--- src/rri_pkg.sv ---
// Purpose: Shared constants and types for reset register init and wake.
// Assumes: All register widths are eight bits except the program counter and the stack top.
// Notes:   The leaf gate module shares this file to keep two design files.
package rri_pkg;

  localparam int unsigned PC_W      = 21;
  localparam int unsigned REG_W     = 8;
  localparam int unsigned PTR_W     = 5;

  localparam logic [PC_W-1:0]  VEC_HIGH = 21'h000008;
  localparam logic [PC_W-1:0]  VEC_LOW  = 21'h000018;
  localparam logic [PC_W-1:0]  PC_ZERO  = 21'h000000;
  localparam logic [REG_W-1:0] BYTE_ZERO = 8'h00;
  localparam logic [PTR_W-1:0] PTR_ONE  = 5'h01;

  // Bit positions inside the reset-cause, stack-pointer, port and interrupt control registers.
  localparam int unsigned RC_IPEN   = 7;
  localparam int unsigned RC_RI     = 4;
  localparam int unsigned RC_TO     = 3;
  localparam int unsigned RC_PD     = 2;
  localparam int unsigned RC_POR    = 1;
  localparam int unsigned RC_BOR    = 0;
  localparam int unsigned SP_FULL   = 7;
  localparam int unsigned SP_UNDER  = 6;
  localparam int unsigned PA_BIT6   = 6;
  localparam int unsigned PG_BIT5   = 5;
  localparam int unsigned IRQ_EN_HIGH_BIT = 7;
  localparam int unsigned IRQ_EN_LOW_BIT  = 6;
  localparam logic [REG_W-1:0] IRQ_KEEP_MSK = 8'h01;

  // Reset values per reset class.
  localparam logic [REG_W-1:0] RC_POR_VAL  = 8'h1C;
  localparam logic [REG_W-1:0] IRQ_CTL_RST = 8'h00;
  localparam logic [REG_W-1:0] PIR_RST     = 8'h00;
  localparam logic [REG_W-1:0] PORT_RST    = 8'h00;
  localparam logic [REG_W-1:0] DIR_RST     = 8'hFF;
  localparam logic [REG_W-1:0] SP_FLAG_MSK = 8'hC0;
  localparam logic [REG_W-1:0] SP_IMPL_MSK = 8'hDF;

  // Oscillator modes; only two of them free port A bit 6 for I/O.
  typedef enum logic [2:0] {
    RRI_OSC_LP, RRI_OSC_XT, RRI_OSC_HS, RRI_OSC_HSPLL,
    RRI_OSC_EC, RRI_OSC_EXT_CLOCK_WITH_IO_MODE, RRI_OSC_RC, RRI_OSC_RC_OSC_WITH_IO_MODE
  } rri_osc_t;

  typedef enum logic [2:0] {
    RRI_SEL_TOS_U, RRI_SEL_TOS_H, RRI_SEL_TOS_L, RRI_SEL_SP,
    RRI_SEL_IRQ, RRI_SEL_PIR, RRI_SEL_RESET_CAUSE_CONTROL, RRI_SEL_MEM
  } rri_sel_a_t;

  typedef enum logic [1:0] {
    RRI_SEL_PA_PIN, RRI_SEL_PA_LAT, RRI_SEL_PA_DIR, RRI_SEL_PG_PIN
  } rri_sel_b_t;

  // Reset and wake events from the core, one-cycle pulses.
  typedef struct packed {
    logic por;
    logic bor;
    logic master_clear_pin;
    logic wdt_reset;
    logic reset_instr;
    logic stack_reset;
    logic wake_wdt;
    logic wake_irq;
    logic wake_irq_high;
  } rri_event_t;

  // Software register access, one register per cycle.
  typedef struct packed {
    logic             wr;
    logic             port_space;
    logic [2:0]       sel;
    logic [REG_W-1:0] data;
  } rri_access_t;

endpackage

`timescale 1ns/1ps

// Clears one bit of a register view unless it is implemented and enabled.
module rri_bit_gate
  import rri_pkg::*;
#(
  parameter int unsigned BIT = 0
) (
  // Data
  input  wire logic [REG_W-1:0] raw,
  input  wire logic             enable,
  output logic      [REG_W-1:0] gated
);
  always_comb begin
    gated      = raw;
    gated[BIT] = raw[BIT] & enable;
  end
endmodule

--- src/rri_core.sv ---
// Purpose: Reset-class register initialisation and wake-up side effects.
// Assumes: Events arrive as single-cycle pulses on mclk; pins are async.
// Notes:   Reading happens through rd_data, one cycle after the request.
// How it works
// - Wake records its source in flag registers
// - Enabled interrupt wake loads vector 0008h/0018h
// - Same wake pushes current PC to stack top
// - Same wake advances the return stack pointer
// - Port A bit 6 lives only in I/O oscillator modes
// - Other oscillator modes read port A bit 6 zero
// - Variants without port A bit 6 read zero
// - Master clear disabled makes port G bit 5 read-only
// - Microcontroller mode hides memory control, reads zero
// - Unimplemented bits read zero; unchanged bits persist
// - Reset-cause bits follow the actual event
`timescale 1ns/1ps

module rri_core
  import rri_pkg::*;
(
  // Clock and reset
  input  wire logic             mclk,
  input  wire logic             rst,
  // Core events and state
  input  wire rri_event_t       evt,
  input  wire logic [PC_W-1:0]  pc_cur,
  input  wire logic [REG_W-1:0] wake_flags,
  input  wire logic             wake_to_pir,
  // Configuration
  input  wire rri_osc_t         osc_mode,
  input  wire logic             has_port_a_bit6,
  input  wire logic             master_clear_pin_disabled,
  input  wire logic             micro_mode,
  // External pins
  input  wire logic [REG_W-1:0] first_port_pin_in,
  input  wire logic [REG_W-1:0] seventh_port_pin_in,
  // Software access
  input  wire rri_access_t      acc,
  output logic [REG_W-1:0]      rd_data,
  // Program counter
  output logic [PC_W-1:0]       pc_load_value,
  output logic                  pc_load
);

  logic [PC_W-1:0]  stack_top_reg;
  logic [REG_W-1:0] return_stack_pointer_reg;
  logic [REG_W-1:0] irq_control_regs_reg;
  logic [REG_W-1:0] peripheral_irq_flag_regs_reg;
  logic [REG_W-1:0] reset_cause_control_reg;
  logic [REG_W-1:0] ext_memory_control_reg;
  logic [REG_W-1:0] first_port_latch_reg;
  logic [REG_W-1:0] first_port_direction_reg;
  logic [REG_W-1:0] seventh_port_latch_reg;
  logic [REG_W-1:0] pa_meta_reg, pa_sync_reg;
  logic [REG_W-1:0] pg_meta_reg, pg_sync_reg;
  logic [REG_W-1:0] rd_data_next;
  logic [REG_W-1:0] pa_pin_view, pa_lat_view, pa_dir_view;
  logic             soft_reset;
  logic             full_reset;
  logic             irq_vectoring;
  logic             bit6_enable;
  logic             wr_a, wr_b;
  rri_sel_a_t       sel_a;
  rri_sel_b_t       sel_b;

  assign soft_reset = evt.master_clear_pin | evt.wdt_reset | evt.reset_instr
                    | evt.stack_reset;
  assign full_reset = evt.por | evt.bor;
  // Either global enable lets the wake vector and push the stack.
  assign irq_vectoring = evt.wake_irq
                       & (irq_control_regs_reg[IRQ_EN_HIGH_BIT]
                          | irq_control_regs_reg[IRQ_EN_LOW_BIT]);
  assign sel_a = rri_sel_a_t'(acc.sel);
  assign sel_b = rri_sel_b_t'(acc.sel[1:0]);
  assign wr_a  = acc.wr & ~acc.port_space;
  assign wr_b  = acc.wr & acc.port_space;

  assign bit6_enable = has_port_a_bit6
                     & ((osc_mode == RRI_OSC_EXT_CLOCK_WITH_IO_MODE)
                        | (osc_mode == RRI_OSC_RC_OSC_WITH_IO_MODE));

  // Port pins come from another domain; two flops before any use.
  always_ff @(posedge mclk or posedge rst) begin
    if (rst) begin
      pa_meta_reg <= BYTE_ZERO;
      pa_sync_reg <= BYTE_ZERO;
      pg_meta_reg <= BYTE_ZERO;
      pg_sync_reg <= BYTE_ZERO;
    end else begin
      pa_meta_reg <= first_port_pin_in;
      pa_sync_reg <= pa_meta_reg;
      pg_meta_reg <= seventh_port_pin_in;
      pg_sync_reg <= pg_meta_reg;
    end
  end

  // Return stack top and pointer.
  always_ff @(posedge mclk or posedge rst) begin
    if (rst) begin
      stack_top_reg            <= PC_ZERO;
      return_stack_pointer_reg <= BYTE_ZERO;
    end else if (full_reset) begin
      stack_top_reg            <= PC_ZERO;
      return_stack_pointer_reg <= BYTE_ZERO;
    end else if (soft_reset) begin
      stack_top_reg            <= PC_ZERO;
      // Overflow and underflow flags survive a soft reset.
      return_stack_pointer_reg <= return_stack_pointer_reg & SP_FLAG_MSK;
    end else if (irq_vectoring) begin
      stack_top_reg <= pc_cur;
      return_stack_pointer_reg[PTR_W-1:0] <=
        return_stack_pointer_reg[PTR_W-1:0] + PTR_ONE;
    end else if (wr_a && sel_a == RRI_SEL_SP) begin
      return_stack_pointer_reg <= acc.data & SP_IMPL_MSK;
    end
  end

  // Interrupt control and peripheral flags.
  always_ff @(posedge mclk or posedge rst) begin
    if (rst) begin
      irq_control_regs_reg         <= IRQ_CTL_RST;
      peripheral_irq_flag_regs_reg <= PIR_RST;
    end else if (full_reset || soft_reset) begin
      // Bit 0 is unknown at power-on; it is kept rather than forced.
      irq_control_regs_reg <= irq_control_regs_reg & IRQ_KEEP_MSK;
      peripheral_irq_flag_regs_reg <= PIR_RST;
    end else begin
      // A wake source flag is ORed into a software write in the same cycle.
      if (wr_a && sel_a == RRI_SEL_IRQ) begin
        irq_control_regs_reg <= acc.data;
      end
      if (wr_a && sel_a == RRI_SEL_PIR) begin
        peripheral_irq_flag_regs_reg <= acc.data;
      end
      if ((evt.wake_wdt || evt.wake_irq) && !wake_to_pir) begin
        irq_control_regs_reg <= (wr_a && sel_a == RRI_SEL_IRQ ? acc.data
                                 : irq_control_regs_reg)
                                | wake_flags;
      end
      if ((evt.wake_wdt || evt.wake_irq) && wake_to_pir) begin
        peripheral_irq_flag_regs_reg <=
          (wr_a && sel_a == RRI_SEL_PIR ? acc.data
           : peripheral_irq_flag_regs_reg) | wake_flags;
      end
    end
  end

  // Reset-cause status bits reflect which event happened.
  always_ff @(posedge mclk or posedge rst) begin
    if (rst) begin
      reset_cause_control_reg <= RC_POR_VAL;
    end else begin
      if (full_reset) begin
        reset_cause_control_reg <= RC_POR_VAL;
        reset_cause_control_reg[RC_POR] <= ~evt.por
                                         & reset_cause_control_reg[RC_POR];
        reset_cause_control_reg[RC_BOR] <= 1'b0;
      end else if (soft_reset) begin
        reset_cause_control_reg[RC_IPEN] <= 1'b0;
        reset_cause_control_reg[RC_RI] <= ~evt.reset_instr;
        reset_cause_control_reg[RC_TO] <= ~evt.wdt_reset;
        reset_cause_control_reg[RC_PD] <= ~evt.wdt_reset
                                        & reset_cause_control_reg[RC_PD];
      end else if (evt.wake_wdt || evt.wake_irq) begin
        reset_cause_control_reg[RC_RI] <= 1'b1;
        reset_cause_control_reg[RC_TO] <= ~evt.wake_wdt;
        reset_cause_control_reg[RC_PD] <= 1'b0;
      end else if (wr_a && sel_a == RRI_SEL_RESET_CAUSE_CONTROL) begin
        reset_cause_control_reg <= acc.data;
      end
    end
  end

  // Memory control and port latches.
  always_ff @(posedge mclk or posedge rst) begin
    if (rst) begin
      ext_memory_control_reg   <= BYTE_ZERO;
      first_port_latch_reg     <= PORT_RST;
      first_port_direction_reg <= DIR_RST;
      seventh_port_latch_reg   <= PORT_RST;
    end else if (full_reset || soft_reset) begin
      ext_memory_control_reg   <= BYTE_ZERO;
      first_port_direction_reg <= DIR_RST;
    end else begin
      if (wr_a && sel_a == RRI_SEL_MEM && !micro_mode) begin
        ext_memory_control_reg <= acc.data;
      end
      if (wr_b && sel_b == RRI_SEL_PA_LAT) begin
        first_port_latch_reg <= acc.data;
      end
      if (wr_b && sel_b == RRI_SEL_PA_DIR) begin
        first_port_direction_reg <= acc.data;
      end
      if (wr_b && sel_b == RRI_SEL_PG_PIN) begin
        seventh_port_latch_reg <= acc.data;
        if (master_clear_pin_disabled) begin
          seventh_port_latch_reg[PG_BIT5] <=
            seventh_port_latch_reg[PG_BIT5];
        end
      end
    end
  end

  rri_bit_gate #(.BIT(PA_BIT6)) u_gate_pin (
    .raw    (pa_sync_reg),
    .enable (bit6_enable),
    .gated  (pa_pin_view)
  );
  rri_bit_gate #(.BIT(PA_BIT6)) u_gate_lat (
    .raw    (first_port_latch_reg),
    .enable (bit6_enable),
    .gated  (pa_lat_view)
  );
  rri_bit_gate #(.BIT(PA_BIT6)) u_gate_dir (
    .raw    (first_port_direction_reg),
    .enable (bit6_enable),
    .gated  (pa_dir_view)
  );

  always_comb begin
    rd_data_next = BYTE_ZERO;
    if (acc.port_space) begin
      case (sel_b)
        RRI_SEL_PA_PIN: rd_data_next = pa_pin_view;
        RRI_SEL_PA_LAT: rd_data_next = pa_lat_view;
        RRI_SEL_PA_DIR: rd_data_next = pa_dir_view;
        RRI_SEL_PG_PIN: begin
          // Bit 5 reads its store, so a refused write leaves the old value visible.
          rd_data_next          = pg_sync_reg;
          rd_data_next[PG_BIT5] = seventh_port_latch_reg[PG_BIT5];
        end
        default:        rd_data_next = BYTE_ZERO;
      endcase
    end else begin
      case (sel_a)
        RRI_SEL_TOS_U: rd_data_next = {3'h0, stack_top_reg[20:16]};
        RRI_SEL_TOS_H: rd_data_next = stack_top_reg[15:8];
        RRI_SEL_TOS_L: rd_data_next = stack_top_reg[7:0];
        RRI_SEL_SP:    rd_data_next = return_stack_pointer_reg;
        RRI_SEL_IRQ:   rd_data_next = irq_control_regs_reg;
        RRI_SEL_PIR:   rd_data_next = peripheral_irq_flag_regs_reg;
        RRI_SEL_RESET_CAUSE_CONTROL:  rd_data_next = reset_cause_control_reg;
        RRI_SEL_MEM:   rd_data_next = micro_mode ? BYTE_ZERO
                                      : ext_memory_control_reg;
        default:       rd_data_next = BYTE_ZERO;
      endcase
    end
  end

  always_ff @(posedge mclk or posedge rst) begin
    if (rst) begin
      rd_data <= BYTE_ZERO;
    end else begin
      rd_data <= rd_data_next;
    end
  end

  // Program counter load: zero for resets, vector for enabled irq wake.
  always_ff @(posedge mclk or posedge rst) begin
    if (rst) begin
      pc_load       <= 1'b0;
      pc_load_value <= PC_ZERO;
    end else begin
      pc_load <= full_reset | soft_reset | irq_vectoring;
      if (full_reset || soft_reset) begin
        pc_load_value <= PC_ZERO;
      end else if (irq_vectoring) begin
        pc_load_value <= evt.wake_irq_high ? VEC_HIGH : VEC_LOW;
      end
    end
  end

endmodule

--- config.mk ---
export PLATFORM = sky130hd
export DESIGN_NAME = rri_core
export DESIGN_NICKNAME = d
export VERILOG_FILES = /design/src/rri_pkg.sv /design/src/rri_core.sv
export SDC_FILE = /design/constraint.sdc
export NUM_CORES = 1
export LEC_CHECK = 0
export BUFFER_PORTS_ARGS = -buffer_cell sky130_fd_sc_hd__buf_2
export CORE_ASPECT_RATIO = 0.5
export CORE_UTILIZATION = 35
export DETAILED_ROUTE_END_ITERATION = 8
export PLACE_DENSITY_LB_ADDON = 0.08
export SETUP_SLACK_MARGIN = 0.15
export SYNTH_ARGS = -nofsm -noshare
export SYNTH_HDL_FRONTEND = slang
export SYNTH_SLANG_ARGS = --single-unit
export TNS_END_PERCENT = 30
--- constraint.sdc ---
create_clock -name mclk -period 7.11 [get_ports mclk]
set_clock_uncertainty 0.15 [all_clocks]
set_input_delay 1.422 -clock mclk [delete_from_list [all_inputs] [get_ports mclk]]
set_output_delay 1.422 -clock mclk [all_outputs]
set_load 0.05 [all_outputs]
==> impl_metrics.json, run 1 <==
{
  "outcome": "completed",
  "hold_violations": 0,
  "hold_buffers": 0,
  "maxSlewViolCount": 0,
  "overflow": 0,
  "rr_worst_depth": 4,
  "grt_max_degree": 73,
  "fin_nets": 680,
  "post-cts-setup-buffers": 0,
  "crit_fanout": 19,
  "avgSynthCellArea_sq_um": 10.2,
  "gp_congestion": 0.805,
  "post_dp_cell_area_sq_mm": 0.00587,
  "antenna_found_initial": 0,
  "ant_nets": 0,
  "ys.flop_type": "dfrtp_1",
  "post_cts_resized": 0,
  "slew_headroom_pct": 39.5,
  "insertion_delay_ns": 0.42,
  "layout-drive-gt1-share_pct": 25.9,
  "setup_violations": 0,
  "intPower_mw": 1.22,
  "htreeDepth": 4,
  "period_share_pct": 49.5,
  "peakVddDrop_uv": 144,
  "p_clk_share_pct": 49.5,
  "timing.hold.ws_ns": 0.197,
  "first_global_vias": 4084,
  "rows": 31,
  "dieArea_sq_mm": 0.0159,
  "rsz0062_at_grt": "no",
  "cts_root_buf": "clkbuf_16",
  "largest_reg_flops": 21,
  "post-route-min-period_ns": 3.52,
  "dpl.hpwl_mm": 10.2,
  "hp-class": "flop to flop",
  "avgRoutedWirePerCell_um": 19.1,
  "synth_cell_type_count": 55,
  "drtIter0Drc": 415,
  "syn_inst": 528,
  "worstSetupEndpointType": "flop",
  "die_y_um": 89.7,
  "area_delta_synth_final_pct": 19.6,
  "io_buffers": 84,
  "swShare_pct": 27.7,
  "drv_cap": 0,
  "synth_top_area_cell": "dfrtp_1",
  "cp_data_required_time_ns": 7.23,
  "ioPinCount": 106,
  "die_w_um": 177,
  "crit_end": "ext_memory_control_reg[2]$_DFFE_PP0P_",
  "grt_use_total_pct": 21.0,
  "seqPwrFrac_pct": 41.3,
  "fmax_mhz": 284,
  "fin_cells": 809,
  "remaining_drc_errors": 0,
  "yosys-top-cells-area": "dfrtp_1 50%, nand2_1 7.4%, dfstp_2 5.4%",
  "timing.final.ws_setup_ns": 3.59,
  "synth_common_cells": "107 x dfrtp_1, 106 x nand2_1, 51 x a21oi_1",
  "utilization_pct": 43.7,
  "cts_buffer_depth": 2,
  "synth-seq-cells": 118,
  "cts_buffers": 17,
  "powerDensity_mw_per_mm2": 262,
  "cts.sinks": 118,
  "p_sw_uw": 467,
  "viasPerCell": 5.23,
  "ys_seq_area_share_pct": 55.1,
  "p_comb_share_pct": 9.2,
  "vias": 4234,
  "tightest_slew_ns": 0.907,
  "grt_pass1_wl_mm": 24.1,
  "worstSetupStartpoint": "acc[8]",
  "core_sq_mm": 0.0147,
  "r2r_setup_slack_ns": 5.06,
  "synth_edf_count": 0,
  "dp_slack_ns": 3.22,
  "fin_area_sq_mm": 0.00644,
  "start_kind": "primary input",
  "cts_tree": "done",
  "wirelength_mm": 15.5,
  "post-place-cells": 777,
  "async_flop_share_pct": 100,
  "synth.top_cell.area_share_pct": 49.7,
  "power_mw": 1.69,
  "fillCellCount": 1452,
  "antenna_cells": 0,
  "leakage_nw": 2.84,
  "syn-cell-area_sq_mm": 0.00538,
  "tns_ns": 0,
  "cp.arrival_ns": 3.64,
  "critPathKind": "primary input to flop",
  "r2r-end": "return_stack_pointer_reg[0]$_DFFE_PP0P_",
  "clk_pin_slew_worst_paths_ns": 0.06,
  "reg2reg_from": "irq_control_regs_reg[6]$_DFF_PP0_",
  "first_pass_iters": 5,
  "yosysMostFrequentCell": "dfrtp_1",
  "yosys_warnings": 0,
  "initial_utilization_pct": 36.5
}
[power by group through the flow]
stage	clock (mW)	sequential [mW]	combinational [mW]
after CTS	0.848	0.695	0.157
after floorplan	0	0.724	0.0868
final	0.834	0.695	0.155
after detailed placement	0	0.707	0.156
after global placement	0	0.707	0.156
after global routing	0.885	0.697	0.169
[layer usage]
metal / GRT usage [%] / share of wire (%) / vias up
met1: 31.1 / 51 / 2089
met3: 4.59 / 5.9 / 16
li1: - / - / 1981
met5: 0 / 0 / -
met2: 30.2 / 42 / 148
met4: 7.15 / 1.3 / 0
[worst max-delay path, stage by stage]
cell	delay, ns
buf_2	0.10
ha_1	0.75
and3b_1	0.50
and2_1	0.52
mux2i_1	0.27
nor2_1	0.06
[cell usage in the layout (no fill, tap or decap), types with 3 or more instances in the layout]
cell type | netlist | layout
a21oi_1 | 51 | 51
a221oi_1 | 7 | 7
a222oi_1 | 11 | 11
a22oi_1 | 13 | 13
a31oi_1 | 8 | 8
and2_1 | 5 | 5
and3_1 | 4 | 4
buf_2 | 9 | 84
buf_4 | 19 | 4
clkbuf_16 | 0 | 17
clkinv_4 | 0 | 3
conb_1 | 1 | 19
dfrtp_1 | 107 | 107
dfstp_2 | 11 | 11
ha_1 | 6 | 6
inv_1 | 6 | 5
inv_6 | 0 | 6
mux2_2 | 14 | 14
mux2i_1 | 13 | 13
nand2_1 | 106 | 106
nand3_1 | 22 | 22
nor2_1 | 27 | 27
nor2b_1 | 3 | 3
o21ai_0 | 14 | 14
[final cells by class]
type / instances / area (sq um) / area share [%]
Timing Repair Buffer: 88 / 450 / 7.00
Tap cell: 198 / 248 / 3.85
Inverter: 6 / 25.0 / 0.389
Clock buffer: 17 / 425 / 6.61
Sequential cell: 118 / 2970 / 46.1
Clock inverter: 15 / 145 / 2.26
Multi-Input combinational cell: 367 / 2180 / 33.8
[worst min-delay path by stage]
stage,start,end,cells after the start
finish,pa_meta_reg[7]$_DFF_PP0_,pa_sync_reg[7]$_DFF_PP0_,0
global route,pg_meta_reg[7]$_DFF_PP0_,pg_sync_reg[7]$_DFF_PP0_,0
CTS,pa_meta_reg[7]$_DFF_PP0_,pa_sync_reg[7]$_DFF_PP0_,0
detailed placement,pa_meta_reg[7]$_DFF_PP0_,pa_sync_reg[7]$_DFF_PP0_,0
global placement,pg_meta_reg[3]$_DFF_PP0_,pg_sync_reg[3]$_DFF_PP0_,0
floorplan,pa_meta_reg[0]$_DFF_PP0_,pa_sync_reg[0]$_DFF_PP0_,0
[kinds of logic (layout without fill, tap and decap cells)]
kind of cell	after synthesis	count (layout)	share of synthesized area [%]
mux	27	27	5.35
flops	118	118	55.1
compound gates	128	128	15.8
buf+inv	61	126	5.79
simple gates	187	187	16.5
fa+ha+maj	6	6	1.39
other cells	1	19	0.0697
(Power assumes the default switching activity.)
==> run 2: changes to the inputs <==
==> constraint.sdc (replaced) <==
create_clock -name mclk -period 3.1 [get_ports mclk]
set_clock_uncertainty 0.15 [all_clocks]
set_input_delay 0.62 -clock mclk [delete_from_list [all_inputs] [get_ports mclk]]
set_output_delay 0.62 -clock mclk [all_outputs]
set_load 0.05 [all_outputs]
==> run 2 against run 1 <==
  * Power increased by 140%
  * Count of clock-buffer cells in the layout is the same
  * Sequential cell count unchanged
  * Wire length up 1.2%
  * Die area unchanged
  * Cell count rose by 1.5%
  * Worst hold slack lost 0.18 ns
  * Critical path depth up 1
  * Sequential power grew 130%
  * Utilization increased by 1.0 points
  * Critical path type unchanged
  * Largest cell class unchanged
  * Largest power group unchanged
  * Highest routed layer unchanged
==> impl_metrics.json, run 2 (same netlist as run 1, synthesis figures left out) <==
{
  "fin_nets": 692,
  "first_global_vias": 4111,
  "gp_congestion": 0.813,
  "tightest_slew_ns": 0.654,
  "peakVddDrop_uv": 392,
  "grt_use_met1_pct": 31.4,
  "seqPwrFrac_pct": 40.0,
  "dieArea_sq_mm": 0.0159,
  "wirelength_mm": 15.7,
  "p_comb_share_pct": 9.2,
  "layout-drive-gt1-share_pct": 27.3,
  "cts_root_buf": "clkbuf_16",
  "path_delay_family": "compound AO/OA/AOI/OAI gates",
  "cts.sinks": 118,
  "r2r_setup_slack_ns": 1.14,
  "intPower_mw": 2.90,
  "first_pass_iters": 6,
  "powerDensity_mw_per_mm2": 605,
  "drtIter0Drc": 505,
  "worstSetupEndpointType": "flop",
  "start_kind": "primary input",
  "swShare_pct": 27.2,
  "clk_pin_slew_worst_paths_ns": 0.06,
  "timing.hold.ws_ns": 0.0213,
  "leakage_nw": 2.92,
  "cts_buffers": 17,
  "grt_max_degree": 46,
  "tns_ns": 0,
  "power_mw": 3.99,
  "overflow": 0,
  "avgRoutedWirePerCell_um": 19.1,
  "cts_tree": "done",
  "critPathKind": "primary input to flop",
  "vias": 4359,
  "slew_headroom_pct": 55.3,
  "max_stage_delay_ns": 0.60,
  "met3_usage_pct": 5.72,
  "post-route-min-period_ns": 2.22,
  "hold_buffers": 0,
  "post-cts-setup-buffers": 0,
  "htreeDepth": 4,
  "path_buf_inv": 2,
  "remaining_drc_errors": 0,
  "grt_use_met2_pct": 30.9,
  "die_y_um": 89.7,
  "cp_data_required_time_ns": 3.22,
  "grt_pass1_wl_mm": 24.5,
  "largest_reg_flops": 21,
  "cp.arrival_ns": 2.34,
  "ant_nets": 0,
  "grt_use_total_pct": 21.3,
  "antenna_cells": 0,
  "dpl.hpwl_mm": 10.7,
  "hold_violations": 0,
  "ioPinCount": 106,
  "busiest_layer": "met1",
  "drv_cap": 0,
  "cp_cell_sequence": "buf_2, inv_1, ha_1, a2111oi_0, nand2b_1, o32ai_1, a21oi_1",
  "die_w_um": 177,
  "maxSlewViolCount": 0,
  "area_delta_synth_final_pct": 22.4,
  "viasPerCell": 5.31,
  "layout_commonest_cell": "dfrtp_1",
  "io_buffers": 84,
  "setup_violations": 0,
  "slowest_stage": "a2111oi_0",
  "final_cell_mix": "107 x dfrtp_1, 106 x nand2_1, 84 x buf_2",
  "initial_utilization_pct": 36.5,
  "rsz0062_at_grt": "no",
  "core_sq_mm": 0.0147,
  "hp-class": "primary input to async pin",
  "post_cts_resized": 0,
  "insertion_delay_ns": 0.41,
  "p_clk_share_pct": 50.8,
  "period_share_pct": 71.6,
  "fmax_mhz": 451,
  "cts_buffer_depth": 2,
  "p_sw_mw": 1.08,
  "outcome": "completed",
  "crit_fanout": 5,
  "rows": 31,
  "antenna_found_initial": 0
}
-- run 2: cell types whose count changed in the layout (fill, tap and decap cells not counted) --
cell	previous run	this run
inv_4	1	0
inv_8	1	3
clkinvlp_4	2	3
buf_12	0	2
clkinv_2	2	0
bufinv_16	1	2
inv_6	6	7
clkinv_4	3	1
buf_4	4	14
-- run 2: per-stage QoR --
step                cell area [sq um]  util (%)  setup slack, ns  cells
finish                           6590      44.7            0.881    821
global route                     6590      44.7            0.766    821
CTS                              6590      44.7            0.850    821
detailed placement               5980      40.6            0.427    789
global placement                 5980      40.6            0.441    789
floorplan                        5450         -            0.882    546
-- run 2: per-layer routing --
metal	share of wire, %	wire length, um	up-vias
met2	42	6580	180
met4	0.54	85	0
li1	-	-	2009
met3	7.8	1220	9
met5	0	0	-
met1	50	7780	2161
-- run 2: worst reg2reg max path: stages, from the launching register on --
cell	delay, ns
dfrtp_1	0.47
o21ai_2	0.52
buf_4	0.36
nor2_1	0.07
a221oi_1	0.20
nor2_1	0.06
-- run 2: layout make-up --
class / instances / area [sq um]
timing repair buffer: 100 / 566
inverter: 6 / 26.3
clock buffer: 17 / 425
tap: 198 / 248
multi-input combinational: 367 / 2180
clock inverter: 15 / 179
fill: 1450 / 8150
sequential: 118 / 2970
-- run 2: path summary, 6_finish.rpt --
path | startpoint | to | cells past startpoint
max reg2reg | irq_control_regs_reg[6]$_DFF_PP0_ | return_stack_pointer_reg[0]$_DFFE_PP0P_ | 5
max | acc[8] | rd_data[3]$_DFF_PP0_ | 7
min in group mclk | seventh_port_pin_in[2] | pg_meta_reg[2]$_DFF_PP0_ | 1
max in group asynchronous | rst | first_port_direction_reg[5]$_DFFE_PP1P_ | 3
min | rst | pa_meta_reg[0]$_DFF_PP0_ | 2
min reg2reg | pg_meta_reg[3]$_DFF_PP0_ | pg_sync_reg[3]$_DFF_PP0_ | 0
-- run 2: power groups by stage --
stage / Sequential, mW / Clock, mW / Combinational [mW]
floorplan: 1.66 / 0 / 0.199
detailed placement: 1.62 / 0 / 0.368
global route: 1.60 / 2.15 / 0.398
global placement: 1.62 / 0 / 0.368
CTS: 1.60 / 2.07 / 0.369
finish: 1.60 / 2.02 / 0.367
==> run 3: changes to the inputs <==
--- a/config.mk
+++ b/config.mk
@@ -5,6 +5,7 @@
 export SDC_FILE = /design/constraint.sdc
 export NUM_CORES = 1
 export LEC_CHECK = 0
+export ABC_AREA = 1
 export BUFFER_PORTS_ARGS = -buffer_cell sky130_fd_sc_hd__buf_2
 export CORE_ASPECT_RATIO = 0.5
 export CORE_UTILIZATION = 35
==> constraint.sdc (replaced) <==
create_clock -name mclk -period 2.25 [get_ports mclk]
set_clock_uncertainty 0.15 [all_clocks]
set_input_delay 0.45 -clock mclk [delete_from_list [all_inputs] [get_ports mclk]]
set_output_delay 0.45 -clock mclk [all_outputs]
set_load 0.05 [all_outputs]
==> run 3 against run 2 <==
  * Worst hold slack improved by 0.050 ns
  * Sequential share of layout area fell by 4.2 points
  * First-iteration DRC count decreased by 35%
  * Combinational power up 36%
  * Global-route usage is 0.97 points lower
  * Via count increased by 14%
  * Critical endpoint is now stack_top_reg[11]$_DFFE_PP0P_
  * Largest power group unchanged
==> impl_metrics.json, run 3 <==
{
  "avgRoutedWirePerCell_um": 15.1,
  "fin_nets": 915,
  "ioPinCount": 106,
  "post-route-min-period_ns": 1.76,
  "die_w_um": 184,
  "htreeDepth": 4,
  "wl_met1_mm": 8.41,
  "leakage_nw": 3.85,
  "layout-drive-gt1-share_pct": 21.9,
  "maxSlewViolCount": 0,
  "dpl.hpwl_mm": 12.0,
  "cp.arrival_ns": 1.96,
  "clk_pin_slew_worst_paths_ns": 0.06,
  "synth.top_cell.area_share_pct": 46.3,
  "post-cts-setup-buffers": 0,
  "rsz0062_at_grt": "no",
  "insertion_delay_ns": 0.42,
  "hold_depth": 2,
  "fmax_mhz": 568,
  "synth-seq-cells": 118,
  "cts_buffer_depth": 2,
  "io_buffers": 84,
  "cts_buffers": 17,
  "grt_use_total_pct": 20.3,
  "first_global_vias": 4825,
  "cp_data_required_time_ns": 2.45,
  "synth_edf_count": 0,
  "final_cell_mix": "248 x nand2_1, 107 x dfrtp_1, 84 x buf_2",
  "drv_cap": 0,
  "worstSetupEndpointType": "flop",
  "initial_utilization_pct": 36.7,
  "core_sq_mm": 0.0158,
  "largest_reg_flops": 21,
  "critPathKind": "flop to flop",
  "dp_slack_ns": 0.136,
  "ys.flop_type": "dfrtp_1",
  "hold_violations": 0,
  "remaining_drc_errors": 0,
  "cts_tree": "done",
  "post_dp_cell_area_sq_mm": 0.00645,
  "grt_pass1_wl_mm": 25.7,
  "syn-cell-area_sq_mm": 0.00579,
  "min-delay-start": "evt[0]",
  "start_kind": "flop",
  "grt_max_degree": 70,
  "antenna_cells": 0,
  "area_delta_synth_final_pct": 25.4,
  "synth_top_area_cell": "dfrtp_1",
  "yosys-top-cells-area": "dfrtp_1 46%, nand2_1 16%, nand3_1 6.0%",
  "vias": 4989,
  "rr_worst_depth": 8,
  "cts.sinks": 118,
  "post_cts_resized": 0,
  "synth_cell_type_count": 28,
  "avgSynthCellArea_sq_um": 8.07,
  "yosysMostFrequentCell": "nand2_1",
  "r2r_setup_slack_ns": 0.49,
  "powerDensity_mw_per_mm2": 785,
  "viasPerCell": 4.68,
  "fin_area_sq_mm": 0.00726,
  "drtIter0Drc": 328,
  "tns_ns": 0,
  "overflow": 0,
  "dieArea_sq_mm": 0.0171,
  "reg2reg_from": "irq_control_regs_reg[6]$_DFF_PP0_",
  "utilization_pct": 46.0,
  "peakVddDrop_uv": 550,
  "dr_wl_met2_mm": 6.65,
  "dr.max_layer_used": "met4",
  "die_y_um": 92.9,
  "layout_commonest_cell": "nand2_1",
  "gp_congestion": 0.889,
  "wirelength_mm": 16.2,
  "timing.final.ws_setup_ns": 0.491,
  "rows": 32,
  "hold-path-endpoint": "pc_load_value[4]$_DFFE_PP0P_",
  "async_flop_share_pct": 100,
  "crit_fanout": 21,
  "outcome": "completed",
  "antenna_found_initial": 0,
  "ant_nets": 0,
  "setup_violations": 0,
  "yosys_warnings": 0,
  "dr_wl_met3_um": 948,
  "synth_common_cells": "248 x nand2_1, 107 x dfrtp_1, 69 x nand3_1",
  "first_pass_iters": 5,
  "power_mw": 5.70,
  "cts_root_buf": "clkbuf_16",
  "r2r-end": "stack_top_reg[11]$_DFFE_PP0P_",
  "ys_seq_area_share_pct": 51.3,
  "syn_inst": 717,
  "hp-class": "primary input to flop",
  "period_share_pct": 78.2
}
run 3: worst max-delay path by stage:
stage	startpoint	end	slack, ns	cells after the start
after global placement	acc[8]	reset_cause_control_reg[0]$_DFFE_PP0P_	0.19	10
after floorplan	rst	ext_memory_control_reg[0]$_DFFE_PP0P_	0.22	1
after CTS	irq_control_regs_reg[6]$_DFF_PP0_	pc_load_value[4]$_DFFE_PP0P_	0.48	8
final	irq_control_regs_reg[6]$_DFF_PP0_	stack_top_reg[11]$_DFFE_PP0P_	0.49	8
after detailed placement	acc[8]	reset_cause_control_reg[0]$_DFFE_PP0P_	0.14	10
after global routing	acc[8]	reset_cause_control_reg[0]$_DFFE_PP0P_	0.35	10
run 3: cells by family after synthesis:
family / synth area share (%)
simple gates: 29.7
other cells: 0.0648
xor+xnor: 0.303
flops: 51.3
fa+ha+maj: 1.30
buf+inv: 9.60
compound gates: 7.78
run 3: routing by layer:
| layer | global-route usage [%] | vias to the layer above |
|---|---|---|
| met2 | 29.8 | 150 |
| met5 | 0 | - |
| li1 | - | 2466 |
| met4 | 5.35 | 0 |
| met3 | 4.52 | 14 |
| met1 | 30.0 | 2359 |
run 3: critical path, stage by stage (launching register included):
cell and delay [ns]:
dfrtp_1 0.41, inv_1 0.06, nand2_1 0.08, nand2_1 0.28
inv_2 0.13, nor2_4 0.15, buf_4 0.26, nand2_1 0.08
nand2_1 0.07
run 3: report_power, final:
part           switching [mW]  internal, mW  total [mW]
combinational           0.353         0.144       0.498
clock                    1.09          1.92        3.01
sequential             0.0197          2.17        2.19
run 3: area by class of cell:
cell class	count	area, sq um
sequential	118	2970
multi-input combinational	508	2330
fill	1602	8520
inverter	67	255
clock buffer	18	439
timing repair buffer	121	776
tap	221	277
clock inverter	14	210
run 3: repair_timing:
action                     in CTS  in global routing
hold endpoints to repair       37                  0
setup endpoints to repair       0                  0
hold buffers                   16                  0
run 3: stage by stage:
stage                     instances  hold WS [ns]
final                          1067        0.0711
after global routing           1067        0.0862
after floorplan                 735         0.181
after detailed placement       1019         0.185
after global placement         1019         0.183
after CTS                      1067        0.0761
